$ cat src/rts_pkg.sv
// Constants and types shared by the reset time-out sequencer
// Assumes a single 200 MHz system clock
package rts_pkg;

  // ==========================================================
  // Timing
  localparam int CNT_W = 19;
  localparam logic [CNT_W-1:0] POWERUP_DELAY_TIMER_LAST = 19'h0_07FF;
  localparam logic [CNT_W-1:0] OST_LAST  = 19'h0_03FF;
  localparam logic [CNT_W-1:0] CNT_ONE   = 19'h0_0001;
  localparam logic [CNT_W-1:0] CNT_ZERO  = 19'h0_0000;
  localparam int PLL_LOCK_MS = 2;
  localparam int SYS_CLK_KHZ = 200_000;
  localparam int PLL_LOCK_CYC = PLL_LOCK_MS * SYS_CLK_KHZ;

  // ==========================================================
  // Program counter values
  localparam int PC_W = 21;
  localparam logic [PC_W-1:0] PC_RESET = 21'h00_0000;
  localparam logic [PC_W-1:0] PC_STEP  = 21'h00_0002;
  localparam logic [PC_W-1:0] VEC_HIGH = 21'h00_0008;
  localparam logic [PC_W-1:0] VEC_LOW  = 21'h00_0018;

  // ==========================================================
  // Brown-out configuration codes
  localparam logic [1:0] BOR_CFG_SOFT    = 2'h1;
  localparam logic [1:0] BOR_CFG_NOSLEEP = 2'h2;
  localparam logic [1:0] BOR_CFG_ALWAYS  = 2'h3;

  // ==========================================================
  // Synchronised input positions
  localparam int SYNC_N  = 5;
  localparam int SI_MASTER_CLEAR_PIN = 0;
  localparam int SI_RC   = 1;
  localparam int SI_OSC  = 2;
  localparam int SI_POR  = 3;
  localparam int SI_BOR  = 4;

  // ==========================================================
  // Types
  typedef enum logic [3:0] {
    crystal_mode, fast_crystal_mode, fast_crystal_multiplied_mode,
    crystal_multiplied_mode, external_clock_mode, external_clock_io_mode,
    external_clock_multiplied_mode, internal_osc_io_mode,
    internal_osc_fast_crystal_mode, resistor_cap_osc_mode
  } rts_osc_mode_t;

  typedef enum logic [1:0] {PM_FULL, PM_RUN, PM_IDLE, PM_SLEEP} rts_pm_t;

  typedef enum logic [1:0] {CLS_POWER, CLS_WARM, CLS_WAKE} rts_class_t;

  typedef enum logic [2:0] {
    S_HOLD, S_POWERUP_DELAY_TIMER, S_OST, S_PLL, S_PIN, S_RUN
  } rts_state_t;

endpackage

$ cat src/rts_sync_if.sv
// Interface between the sequencer and its input synchroniser
// Assumes both ends run on sys_clk
`timescale 1ns/1ps
`default_nettype none
interface rts_sync_if;
  import rts_pkg::*;
  logic [SYNC_N-1:0] raw;
  logic [SYNC_N-1:0] lvl;
  logic [SYNC_N-1:0] rise;

  modport sync (input raw, output lvl, output rise);
  modport user (output raw, input lvl, input rise);
endinterface
`default_nettype wire

$ cat src/rts_in_sync.sv
// Three-stage synchroniser with agreement filter and rising-edge pulse
// Assumes raw inputs are asynchronous to sys_clk
`timescale 1ns/1ps
`default_nettype none
module rts_in_sync
  import rts_pkg::*;
(
  // Clock and reset
  input  wire logic sys_clk,
  input  wire logic rst_n,
  // Synchronised signals
  rts_sync_if.sync  sif
);

  // ==========================================================
  // Per-bit synchroniser
  genvar i;
  generate
    for (i = 0; i < SYNC_N; i++)
    begin : g_bit
      logic s1_q;
      logic s2_q;
      logic s3_q;
      logic lvl_q;
      // Filtered level moves only when stages two and three agree
      wire agree = (s2_q == s3_q);
      always_ff @(posedge sys_clk)
      begin
        if (!rst_n)
        begin
          s1_q  <= 1'b0;
          s2_q  <= 1'b0;
          s3_q  <= 1'b0;
          lvl_q <= 1'b0;
        end
        else
        begin
          s1_q  <= sif.raw[i];
          s2_q  <= s1_q;
          s3_q  <= s2_q;
          lvl_q <= agree ? s3_q : lvl_q;
        end
      end
      assign sif.lvl[i]  = lvl_q;
      assign sif.rise[i] = agree & s3_q & ~lvl_q;
    end
  endgenerate

endmodule // rts_in_sync
`default_nettype wire

$ cat src/rts_sequencer.sv
// Reset time-out sequencer: timer chain, reset status flags, restart PC
// Assumes oscillator, RC clock, pin and analog detectors are asynchronous
//
// Notes on behaviour
// - Oscillator settle count is 1024 oscillator edges after power-up delay.
// - Settle count only in crystal modes, on power-on or sleep exit.
// - Crystal PLL modes add a 2 ms lock delay after the settle count.
// - After power-on clears: power-up delay if enabled, then settle count.
// - RC oscillator with power-up delay disabled: no time-out at all.
// - Timers run from power-on; pin high after expiry releases at once.
// - Power-up delay applies only when its disable bit is zero.
// - External clock and internal I/O modes: power-up delay only, PLL variant adds lock.
// - PLL lock delay sized 2 ms, on power-up and sleep exit.
// - Reset class output tells core which registers take reset values.
// - Watchdog wake-up is a resume, not a reset.
// - Power-on: PC zero, set enable and three flags, clear four flags.
// - Reset instruction clears its flag; brown-out sets three, clears its own.
// - Pin reset sets watchdog flag outside Full mode; also clears sleep flag asleep.
// - Watchdog: clear flag, restart zero; asleep also clear sleep, PC+2.
// - Stack errors with enable reset and flag; underflow without enable flags.
// - Interrupt wake clears sleep flag, PC+2 or vector when enabled.
// - Soft brown-out enable resets to 1 on power-on only in mode 01.
// - Power-up delay is 11-bit count of 2048 RC clock edges.
// - Power-on flag cleared by power-on, set only by software.
// - Soft brown-out enable reads zero outside mode 01.
`timescale 1ns/1ps
`default_nettype none
module rts_sequencer
  import rts_pkg::*;
#(
  parameter int PLL_LOCK_CYCLES = PLL_LOCK_CYC
)
(
  // Clock and reset
  input  wire logic            sys_clk,
  input  wire logic            rst_n,
  // Asynchronous sources
  input  wire logic            master_clear_pin,
  input  wire logic            internal_rc_clock,
  input  wire logic            osc_clk_in,
  input  wire logic            por_active,
  input  wire logic            brownout_active,
  // Configuration
  input  wire rts_osc_mode_t   osc_mode,
  input  wire logic            powerup_delay_disable_n,
  input  wire logic [1:0]      brownout_config_bits,
  input  wire logic            stack_overflow_reset_enable,
  // Core events and state
  input  wire rts_pm_t         power_mode,
  input  wire logic            wdt_timeout,
  input  wire logic            reset_instr,
  input  wire logic            stack_overflow,
  input  wire logic            stack_underflow,
  input  wire logic            irq_wake,
  input  wire logic            irq_high_priority,
  input  wire logic            global_irq_enable_high,
  input  wire logic            global_irq_enable_low,
  input  wire logic [PC_W-1:0] pc_current,
  // Software writes
  input  wire logic            sw_por_flag_set,
  input  wire logic            sw_bor_flag_set,
  input  wire logic            sw_stack_flags_clr,
  input  wire logic            sw_sben_we,
  input  wire logic            sw_sben_data,
  // Reset and restart
  output var  logic            internal_reset,
  output var  logic            wake_stall,
  output var  logic [PC_W-1:0] restart_pc,
  output var  logic            restart_pc_load,
  output var  rts_class_t      reset_class,
  // Status flags
  output var  logic            soft_brownout_enable,
  output var  logic            reset_instr_flag_n,
  output var  logic            watchdog_expiry_flag_n,
  output var  logic            sleep_entry_flag_n,
  output var  logic            power_on_flag_n,
  output var  logic            brownout_flag_n,
  output var  logic            stack_full_flag,
  output var  logic            stack_underflow_flag
);
  localparam logic [CNT_W-1:0] PLL_LAST = CNT_W'(PLL_LOCK_CYCLES - 1);

  // ==========================================================
  // Input synchronisation
  rts_sync_if sif ();
  assign sif.raw = {brownout_active, por_active, osc_clk_in,
                    internal_rc_clock, master_clear_pin};

  rts_in_sync u_sync (
    .sys_clk (sys_clk),
    .rst_n   (rst_n),
    .sif     (sif)
  );

  wire master_clear_pin_hi  = sif.lvl[SI_MASTER_CLEAR_PIN];
  wire rc_rise  = sif.rise[SI_RC];
  wire osc_rise = sif.rise[SI_OSC];

  // ==========================================================
  // State
  rts_state_t      state_q, state_d;
  logic [CNT_W-1:0] cnt_q, cnt_d;
  logic            wake_q, rst_q, load_q;
  logic            ri_q, to_q, pd_q, por_q, bor_q, ful_q, unf_q, sben_q;
  logic [PC_W-1:0] pc_q;
  rts_class_t      cls_q;

  // ==========================================================
  // Mode decode
  wire sbor_cfg = (brownout_config_bits == BOR_CFG_SOFT);
  wire ost_need = osc_mode inside {crystal_mode, fast_crystal_mode,
                  fast_crystal_multiplied_mode, crystal_multiplied_mode,
                  internal_osc_fast_crystal_mode};
  wire pll_need = osc_mode inside {fast_crystal_multiplied_mode,
                  crystal_multiplied_mode,
                  external_clock_multiplied_mode};
  wire asleep   = (power_mode == PM_IDLE) || (power_mode == PM_SLEEP);
  wire in_run   = (state_q == S_RUN);

  // Brown-out detector only counts when its configuration enables it
  wire bor_en = (brownout_config_bits == BOR_CFG_ALWAYS)
             || (brownout_config_bits == BOR_CFG_NOSLEEP
                 && power_mode != PM_SLEEP)
             || (sbor_cfg && sben_q);
  wire por_s  = sif.lvl[SI_POR];
  wire bor_s  = sif.lvl[SI_BOR] && bor_en && !por_s;
  wire hard   = por_s || sif.lvl[SI_BOR] && bor_en;

  // ==========================================================
  // Event priority while running
  wire q_base   = in_run && !hard;
  wire t_master_clear_pin   = q_base && !master_clear_pin_hi;
  wire q_wdt    = q_base && master_clear_pin_hi;
  wire t_wdt    = q_wdt && wdt_timeout;
  wire q_stk    = q_wdt && !wdt_timeout;
  wire stk_ev   = stack_overflow || stack_underflow;
  wire t_stk    = q_stk && stk_ev && stack_overflow_reset_enable;
  wire suf_err  = q_stk && stack_underflow
               && !stack_overflow_reset_enable;
  wire q_ins    = q_stk && !t_stk;
  wire t_ins    = q_ins && reset_instr;
  wire t_irq    = q_ins && !reset_instr && irq_wake && asleep;
  wire wdt_wake = t_wdt && asleep;
  wire warm     = t_master_clear_pin || t_stk || t_ins || (t_wdt && !asleep);
  wire wake_go  = wdt_wake || t_irq;

  // ==========================================================
  // Stage sequencing
  wire powerup_delay_timer_on = !powerup_delay_disable_n;
  rts_state_t after_ost, after_powerup_delay_timer, first_stage;
  assign after_ost   = pll_need ? S_PLL : S_PIN;
  assign after_powerup_delay_timer  = ost_need ? S_OST : after_ost;
  assign first_stage = powerup_delay_timer_on ? S_POWERUP_DELAY_TIMER : after_powerup_delay_timer;

  wire powerup_delay_timer_done = rc_rise && (cnt_q == POWERUP_DELAY_TIMER_LAST);
  wire ost_done  = osc_rise && (cnt_q == OST_LAST);
  wire pll_done  = (cnt_q == PLL_LAST);
  always_comb
  begin
    state_d = state_q;
    if (hard)
      state_d = S_HOLD;
    else
    begin
      unique case (state_q)
        S_HOLD: state_d = first_stage;
        S_POWERUP_DELAY_TIMER: state_d = powerup_delay_timer_done ? after_powerup_delay_timer : S_POWERUP_DELAY_TIMER;
        S_OST:  state_d = ost_done ? after_ost : S_OST;
        S_PLL:  state_d = pll_done ? S_PIN : S_PLL;
        S_PIN:  state_d = master_clear_pin_hi ? S_RUN : S_PIN;
        S_RUN:
        begin
          if (warm)
            state_d = S_PIN;
          else if (wake_go)
            state_d = after_powerup_delay_timer;
        end
      endcase
    end
  end

  // Counter restarts on each stage change, so one counter serves all
  wire [CNT_W-1:0] cnt_inc = (state_q == S_POWERUP_DELAY_TIMER) ? CNT_W'(rc_rise)
                           : (state_q == S_OST)  ? CNT_W'(osc_rise)
                           : (state_q == S_PLL)  ? CNT_ONE : CNT_ZERO;
  assign cnt_d = (hard || state_d != state_q) ? CNT_ZERO
               : cnt_q + cnt_inc;
  wire wake_d  = (hard || warm) ? 1'b0 : wake_go ? 1'b1 : wake_q;
  wire rst_d   = (state_d != S_RUN) && !wake_d;
  wire load_d  = (state_d == S_RUN) && (state_q != S_RUN);

  // ==========================================================
  // Status flags, hardware events take priority over software
  wire ri_d  = hard ? 1'b1 : t_ins ? 1'b0 : ri_q;
  wire to_d  = hard ? 1'b1
             : (t_master_clear_pin && power_mode != PM_FULL) ? 1'b1
             : t_wdt ? 1'b0 : to_q;
  wire pd_d  = hard ? 1'b1
             : ((t_master_clear_pin || t_wdt) && asleep) || t_irq ? 1'b0
             : pd_q;
  wire por_d = por_s ? 1'b0 : sw_por_flag_set ? 1'b1 : por_q;
  wire bor_d = hard ? 1'b0 : sw_bor_flag_set ? 1'b1 : bor_q;
  wire ful_d = por_s ? 1'b0
             : (t_stk && stack_overflow) ? 1'b1
             : sw_stack_flags_clr ? 1'b0 : ful_q;
  wire unf_d = por_s ? 1'b0
             : (t_stk && stack_underflow) || suf_err ? 1'b1
             : sw_stack_flags_clr ? 1'b0 : unf_q;
  wire sben_d = por_s ? sbor_cfg
              : (bor_s || warm) ? (sben_q && sbor_cfg)
              : sw_sben_we ? sw_sben_data : sben_q;

  // ==========================================================
  // Restart address and reset class
  wire             gie    = global_irq_enable_high || global_irq_enable_low;
  wire [PC_W-1:0]  pc_nxt = pc_current + PC_STEP;
  wire [PC_W-1:0]  vec    = irq_high_priority ? VEC_HIGH : VEC_LOW;
  wire [PC_W-1:0]  pc_d   = (hard || warm) ? PC_RESET
                          : wdt_wake ? pc_nxt
                          : t_irq ? (gie ? vec : pc_nxt)
                          : pc_q;
  rts_class_t cls_d;
  assign cls_d = hard ? CLS_POWER : warm ? CLS_WARM
               : wake_go ? CLS_WAKE : cls_q;

  // ==========================================================
  // Registers
  always_ff @(posedge sys_clk)
  begin
    if (!rst_n)
    begin
      state_q <= S_HOLD;
      cnt_q   <= CNT_ZERO;
      wake_q  <= 1'b0;
      rst_q   <= 1'b1;
      load_q  <= 1'b0;
      pc_q    <= PC_RESET;
      cls_q   <= CLS_POWER;
    end
    else
    begin
      state_q <= state_d;
      cnt_q   <= cnt_d;
      wake_q  <= wake_d;
      rst_q   <= rst_d;
      load_q  <= load_d;
      pc_q    <= pc_d;
      cls_q   <= cls_d;
    end
  end

  always_ff @(posedge sys_clk)
  begin
    if (!rst_n)
    begin
      {ri_q, to_q, pd_q} <= 3'h7;
      {por_q, bor_q, ful_q, unf_q} <= 4'h0;
      sben_q <= 1'b1;
    end
    else
    begin
      {ri_q, to_q, pd_q} <= {ri_d, to_d, pd_d};
      {por_q, bor_q, ful_q, unf_q} <= {por_d, bor_d, ful_d, unf_d};
      sben_q <= sben_d;
    end
  end

  // ==========================================================
  // Outputs
  assign internal_reset         = rst_q;
  assign wake_stall             = wake_q && !in_run;
  assign restart_pc             = pc_q;
  assign restart_pc_load        = load_q;
  assign reset_class            = cls_q;
  assign soft_brownout_enable   = sben_q && sbor_cfg;
  assign reset_instr_flag_n     = ri_q;
  assign watchdog_expiry_flag_n = to_q;
  assign sleep_entry_flag_n     = pd_q;
  assign power_on_flag_n        = por_q;
  assign brownout_flag_n        = bor_q;
  assign stack_full_flag        = ful_q;
  assign stack_underflow_flag   = unf_q;
endmodule // rts_sequencer
`default_nettype wire

$ cat config.mk
export PLATFORM = sky130hd
export DESIGN_NAME = rts_sequencer
export DESIGN_NICKNAME = d
export VERILOG_FILES = /design/src/rts_pkg.sv /design/src/rts_sync_if.sv /design/src/rts_in_sync.sv /design/src/rts_sequencer.sv
export SDC_FILE = /design/constraint.sdc
export NUM_CORES = 1
export LEC_CHECK = 0
export BUFFER_PORTS_ARGS = -buffer_cell sky130_fd_sc_hd__buf_2
export CAP_MARGIN = 20
export CORE_ASPECT_RATIO = 1.5
export CORE_MARGIN = 2
export CORE_UTILIZATION = 45
export CTS_BUF_LIST = sky130_fd_sc_hd__clkbuf_16
export CTS_CLUSTER_DIAMETER = 200
export DETAILED_ROUTE_END_ITERATION = 7
export PLACE_DENSITY = 0.71
export SLEW_MARGIN = 25
export SYNTH_ARGS = -nofsm -noshare
export SYNTH_HDL_FRONTEND = slang
export SYNTH_SLANG_ARGS = --single-unit
$ cat constraint.sdc
create_clock -name sys_clk -period 2.5 [get_ports sys_clk]
set_clock_uncertainty 0.05 [all_clocks]
set_input_delay 0.375 -clock sys_clk [delete_from_list [all_inputs] [get_ports sys_clk]]
set_output_delay 0.375 -clock sys_clk [all_outputs]
set_load 0.01 [all_outputs]
==> flow_metrics.tcl, run 1 <==
set metrics [dict create \
    status "finished with violations" \
    violations "negative setup slack" \
    hold_viol 0 \
    drc 0 \
    startpoint_type "register" \
    ir_drop_uv 663.2 \
    synthMostInstantiatedCell "dfxtp_1" \
    max_freq_ghz 0.3684 \
    cp.required_ns 2.66 \
    port_buffers 84 \
    r2r_slack_ns -0.21 \
    cts_tree "yes" \
    arrival_ns 2.88 \
    yosysUniqueCellTypes 60 \
    min_path_type "in2reg" \
    power.density_nw_per_um2 910.9 \
    maxCapViolCount 0 \
    num_vias 3828 \
    finalNetCount 629 \
    cts_num_sinks 76 \
    synth_area_leader_cell "dfxtp_1" \
    fp.dieH_um 117.8 \
    io_pins 85 \
    slew_headroom 0.6001 \
    drive_above_1_share 0.3408 \
    yosysSeqAreaShare 0.3918 \
    start_util 0.4616 \
    crit_fanout 10 \
    ys_ff_latch 76 \
    cts-root-buf "clkbuf_16" \
    dp_hpwl_um 7395 \
    cp_cell_sequence "or4_4 -> or3_4 -> or3_4 -> o211ai_1 -> buf_4 -> a31oi_4 -> buf_12 -> o211ai_1 -> nor4_1" \
    endpoint_kind "register" \
    die_area_sq_um 9405 \
    syn_nets 502 \
    routed_via_density 5.588 \
    cts.path.max_buffers 2 \
    synthTopCellsByArea "dfxtp_1 (39%), xnor2_1 (5.0%), o211ai_1 (4.3%), a21oi_1 (3.7%), nand2_1 (3.7%)" \
    die_x_um 79.85 \
    cp_top_family "simple AND/OR/NAND/NOR gates" \
    ys.flop_type "dfxtp_1" \
    maxSlewViolCount 0 \
    p_leak_uw 0.002144 \
    design_area_sq_um 5230 \
    track_usage 0.2351 \
    clk_pin_slew_worst_paths_ns 0.06 \
    setup_slack_ns -0.2144 \
    cts_max_level 3 \
    r2r_cells 9 \
    area_delta_synth_final_pct 34.67 \
    synthArstFlopShare 0 \
    timing.rr.end "cnt_q[8]" \
    core_area_sq_um 8413 \
    dp_slack_ns -0.2135 \
    clkLatencyLatePin_ns 0.34 \
    synthesis.instances 446 \
    synth_area_sq_um 3884 \
    cts_hold_buf 0 \
    cp_slowest_cell "or4_4" \
    postRouteAntennaNets 0 \
    wl_um 10770 \
    yosysWarningCount 0 \
    synth_top_area_frac 0.3918 \
    avgSynthCellArea_sq_um 8.708 \
    cts_made_buffers 9 \
    diodes 0 \
    grt_max_degree 25 \
    place_congestion 0.9997 \
    critPathKind "reg2reg" \
    antenna_found_initial 0 \
    synth_edf_count 0 \
    grt_pass1_wl_um 17570 \
    cp-endpoint "cnt_q[8]" \
    min_period_over_period 1.086 \
    cp_num_cells 9 \
    worstMarginPinSlew_ns 0.5935 \
    setup_violations 21 \
    first_global_vias 3888 \
    reg2reg_from "cnt_q[18]" \
    dr.pass1.iters 4 \
    period_needed_ns 2.714 \
    grt-ovfl-total 0 \
    rsz0062_at_grt "yes" \
    drtIter0Drc 208 \
    synthTopCellsByCount "dfxtp_1 (76), nand2_1 (38), nor2_1 (38)" \
    slowest_delay_ns 0.53 \
    wire_per_inst_um 15.72 \
    crit_path_start "cnt_q[18]" \
    post_dp_cell_area_sq_um 4730 \
    path_buf_inv 2 \
    utilization 0.6217 \
    std_cell_rows 41 \
]
## sequential cells by signal, summed over array words and instances (netlist names), 2 cells and up
| name | flops |
|---|---|
| u_sync.g_bit.s3_q | 5 |
| u_sync.g_bit.s2_q | 5 |
| reset_class | 2 |
| cnt_q | 19 |
| u_sync.g_bit.lvl_q | 5 |
| u_sync.g_bit.s1_q | 5 |
| restart_pc | 21 |
| state_q | 3 |
## cell usage in the layout, fill, tap and decap left out, types with 16 or more instances in the layout
cell      Yosys  routed
a21oi_1      29      28
and2_1       18      18
buf_2         1      84
buf_4         0      47
dfxtp_1      76      70
nand2_1      38      38
nand3_1      16      16
nor2_1       38      38
o211ai_1     22      22
xnor2_1      22      22
## power by group
part | total (uW) | internal [uW] | switching (uW) | leakage [uW]
registers | 1320 | 1270 | 58.2 | 0.000619
logic | 2130 | 938 | 1190 | 0.00139
clock network | 1310 | 776 | 534 | 0.000138
## stage by stage
stage | TNS [ns] | instances | power [uW] | hold WS, ns
2_1_floorplan | -1.036 | 446 | 2351 | 0.3618
4_1_cts | -2.147 | 683 | 4599 | 0.1827
3_5_place_dp | -3.532 | 662 | 2905 | 0.3687
5_1_grt | -4.795 | 685 | 4939 | 0.1832
6_report | -3.250 | 685 | 4764 | 0.1852
3_3_place_gp | -2.244 | 662 | 2880 | 0.3640
## cell type report
| type | count | area [sq um] |
|---|---|---|
| fillers | 747 | 3183 |
| repair buffers | 136 | 869.6 |
| well taps | 107 | 133.9 |
| clock buffers | 9 | 225.2 |
| clock inverters | 7 | 75.07 |
| inverters | 8 | 30.03 |
| multi-input cells | 342 | 2367 |
| flip-flops and latches | 76 | 1529 |
## worst min path at each step
stage | endpoint | slack [ns] | cells after the start | start
after detailed placement | u_sync.g_bit[0].s2_q | 0.37 | 1 | u_sync.g_bit[0].s1_q
final | u_sync.g_bit[1].s1_q | 0.19 | 2 | internal_rc_clock
after floorplan | u_sync.g_bit[0].s2_q | 0.36 | 1 | u_sync.g_bit[0].s1_q
after global placement | u_sync.g_bit[4].s2_q | 0.36 | 1 | u_sync.g_bit[4].s1_q
after CTS | u_sync.g_bit[1].s1_q | 0.18 | 2 | internal_rc_clock
after global routing | u_sync.g_bit[4].s1_q | 0.18 | 2 | brownout_active
## cell families after synthesis
logic type               Yosys count  synth area share
AO/OA/AOI/OAI                     93            0.1630
XOR/XNOR                          37           0.09021
adder cells (fa/ha/maj)            5           0.01611
buffers and inverters             31           0.03222
flip-flops                        76            0.3918
multiplexers                       4           0.01063
AND/OR/NAND/NOR                  200            0.2961
## metal layers
metal  GRT usage  up-vias  wire length, um
li1            -     1885                -
met1      0.2608     1799             4190
met2      0.4181      119             5708
met3     0.04294       25              586
met4      0.1176        0              285
met5           0        -                0
## what timing repair did
action | in CTS | in global routing
resized for setup | 9 | 12
cloned | 3 | 1
setup buffers | 2 | 1
pin swaps | 19 | 11
setup endpoints to repair | 20 | 21
Power figures use the tool's default switching activity.
==> inputs of run 2 (changes only) <==
Settings changed: ABC_AREA set to 1, CELL_PAD_IN_SITES_DETAIL_PLACEMENT set to 1, CELL_PAD_IN_SITES_GLOBAL_PLACEMENT set to 1, CORE_UTILIZATION 45 to 35, PLACE_DENSITY 0.71 to not set, PLACE_DENSITY_LB_ADDON set to 0.1.
==> run 2 against run 1 <==
Against the previous run:
- via count rose by 4.7%
- design area rose by 5.2%
- highest routed layer unchanged
- sequential share of layout area decreased by 1.3 points
- synthesized cell count is 18% higher
- core utilization is 10 points lower
- the flow still finishes with violations (negative setup slack)
- critical endpoint is now cnt_q[17]
- combinational power shrank 45%
- area after synthesis down 1.7%
- non-clock buffer count up 12
- largest cell class unchanged
==> flow_metrics.tcl, run 2 <==
set metrics [dict create \
    rsz0062_at_grt "yes" \
    clkLatencyLatePin_ns 0.34 \
    std_cell_rows 46 \
    cts.path.max_buffers 2 \
    yosysUniqueCellTypes 39 \
    ys_ff_latch 76 \
    maxCapViolCount 0 \
    final_common_cell "nand2_1" \
    fp.dieH_um 131.9 \
    crit_fanout 2 \
    maxSlewViolCount 0 \
    largest_reg_flops 21 \
    critPathKind "reg2reg" \
    met1_usage 0.2152 \
    yosysSeqAreaShare 0.3986 \
    place_congestion 0.8446 \
    synth_area_leader_cell "dfxtp_1" \
    synthTopCellsByArea "dfxtp_1 (40%), nand2_1 (11%), nor2_1 (7.1%), inv_1 (6.6%), xor2_1 (5.0%)" \
    arrival_ns 2.70 \
    fin_hold_ws_ns 0.1674 \
    cts_made_buffers 9 \
    place_inst 790 \
    drtIter0Drc 75 \
    io_pins 85 \
    drc 0 \
    synth_edf_count 0 \
    die_x_um 89.27 \
    status "finished with violations" \
    wire_per_inst_um 15.71 \
    min_path_type "in2reg" \
    hold_viol 0 \
    finalNetCount 732 \
    r2r_cells 17 \
    final_cells 824 \
    period_needed_ns 2.519 \
    worstHoldPathCells 3 \
    power.density_nw_per_um2 689.1 \
    first_global_vias 4310 \
    setup_slack_ns -0.01945 \
    routed_via_density 4.864 \
    cts_hold_buf 0 \
    synth_top_area_frac 0.3986 \
    grt_max_degree 29 \
    num_vias 4008 \
    globalRouteMet3Util 0.05322 \
    p_leak_uw 0.002486 \
    area_delta_synth_final_pct 44.12 \
    postRouteAntennaNets 0 \
    cts-root-buf "clkbuf_16" \
    yosysWarningCount 0 \
    cts_max_level 3 \
    fillers 1388 \
    avgSynthCellArea_sq_um 7.230 \
    grt_pass1_wl_um 19980 \
    startpoint_type "register" \
    multi_input_area_sq_um 2256 \
    slew_headroom 0.6603 \
    synthesis.instances 528 \
    syn_nets 584 \
    track_usage 0.2188 \
    ir_drop_uv 345.3 \
    cp.required_ns 2.68 \
    synth_area_sq_um 3817 \
    grt-busiest-layer "met2" \
    cts_num_sinks 76 \
    min_period_over_period 1.008 \
    synthTopCellsByCount "nand2_1 (107), dfxtp_1 (76), nor2_1 (72)" \
    wl_um 12950 \
    endpoint_kind "register" \
    antenna_found_initial 0 \
    port_buffers 84 \
    violations "negative setup slack" \
    met2_usage 0.4255 \
    clk_pin_slew_worst_paths_ns 0.06 \
    ys.flop_type "dfxtp_1" \
    core_area_sq_um 10590 \
    dp_hpwl_um 9203 \
    grt-ovfl-total 0 \
    mostFrequentLayoutCells "nand2_1 (98), buf_2 (84), dfxtp_1 (67)" \
    max_freq_ghz 0.3969 \
    die_area_sq_um 11780 \
    diodes 0 \
    setup_violations 1 \
    synthArstFlopShare 0 \
    worstMarginPinSlew_ns 0.5049 \
    seqCellArea_sq_um 1535 \
    start_util 0.3605 \
    dr.pass1.iters 4 \
    drive_above_1_share 0.3632 \
    synthMostInstantiatedCell "nand2_1" \
    utilization 0.5195 \
    cts_tree "yes" \
]
[run 2: cell types whose count changed after synthesis, moves of 12 or more]
cell and change:
nor2_1 +34, nand2_1 +69, o21ai_0 +24, nand3_1 +19, xnor2_1 -15, o211ai_1 -18
and2_1 -18, inv_1 +59, clkbuf_1 -13, and3_1 -14, nor2_4 +12
[run 2: layout make-up]
class,count,share of cell area
inverter,70,0.04890
tap,144,0.03275
sequential,76,0.2791
clock inverter,6,0.01183
timing repair buffer,148,0.1765
multi-input combinational,371,0.4101
clock buffer,9,0.04094
[run 2: per-layer routing]
metal  wire length, um  vias up
met4               306        0
met2              7581       69
met1              4571     1928
met5                 0        -
li1                  -     1992
met3               485       19
[run 2: where the power goes]
part / internal [uW] / total [uW] / switching, uW
combinational: 487 / 1180 / 697
clock: 769 / 1300 / 527
sequential: 1270 / 1310 / 39.6
[run 2: logic make-up (layout without fill, tap and decap cells)]
kind of cell | Yosys count | after routing | synth area share
xor gates and xnor gates | 29 | 29 | 0.06653
AOI/OAI and AO/OA | 68 | 68 | 0.09636
DFF | 76 | 76 | 0.3986
and+or+nand+nor | 269 | 269 | 0.3369
adders and majority gates | 5 | 5 | 0.01639
buffers and inverters | 81 | 233 | 0.08522
[run 2: critical path, cell delays in order, from the launching register on]
cell and delay (ns):
dfxtp_2 0.36, ha_4 0.14, inv_2 0.04, nor2_4 0.11, o22ai_2 0.06, nor2_1 0.12, ha_2 0.24, nand3_4 0.11
inv_4 0.08, nand2_4 0.05, nor4_4 0.16, buf_4 0.18, nand3_4 0.07, nor2_4 0.17, nand3_4 0.11, nor2_4 0.12
xor2_2 0.19, nor2_4 0.04
[run 2: path summary, 6_finish.rpt]
kind,startpoint,end,slack [ns]
worst min-delay path,master_clear_pin,u_sync.g_bit[0].s1_q,0.17
worst max-delay path,u_sync.g_bit[1].s2_q,cnt_q[17],-0.02
worst min register to register,u_sync.g_bit[4].s1_q,u_sync.g_bit[4].s2_q,0.36
worst max register to register,u_sync.g_bit[1].s2_q,cnt_q[17],-0.02
[run 2: what timing repair did]
item | in CTS | in global routing
setup buffers | 18 | 4
setup endpoints to repair | 5 | 21
cloned | 0 | 1
pin swaps | 15 | 27
gates resized for setup | 37 | 47
[run 2: stage by stage]
| step | area [sq um] | setup TNS (ns) | total power [uW] | setup slack, ns |
|---|---|---|---|---|
| global route | 5502 | -0.8193 | 3980 | -0.1361 |
| finish | 5502 | -0.01945 | 3791 | -0.01945 |
| global placement | 4731 | -0.1226 | 2327 | -0.1226 |
| CTS | 5308 | -0.1550 | 3675 | -0.05566 |
| floorplan | 3817 | 0 | 1933 | 0.06153 |
| detailed placement | 4731 | -0.5363 | 2353 | -0.2718 |
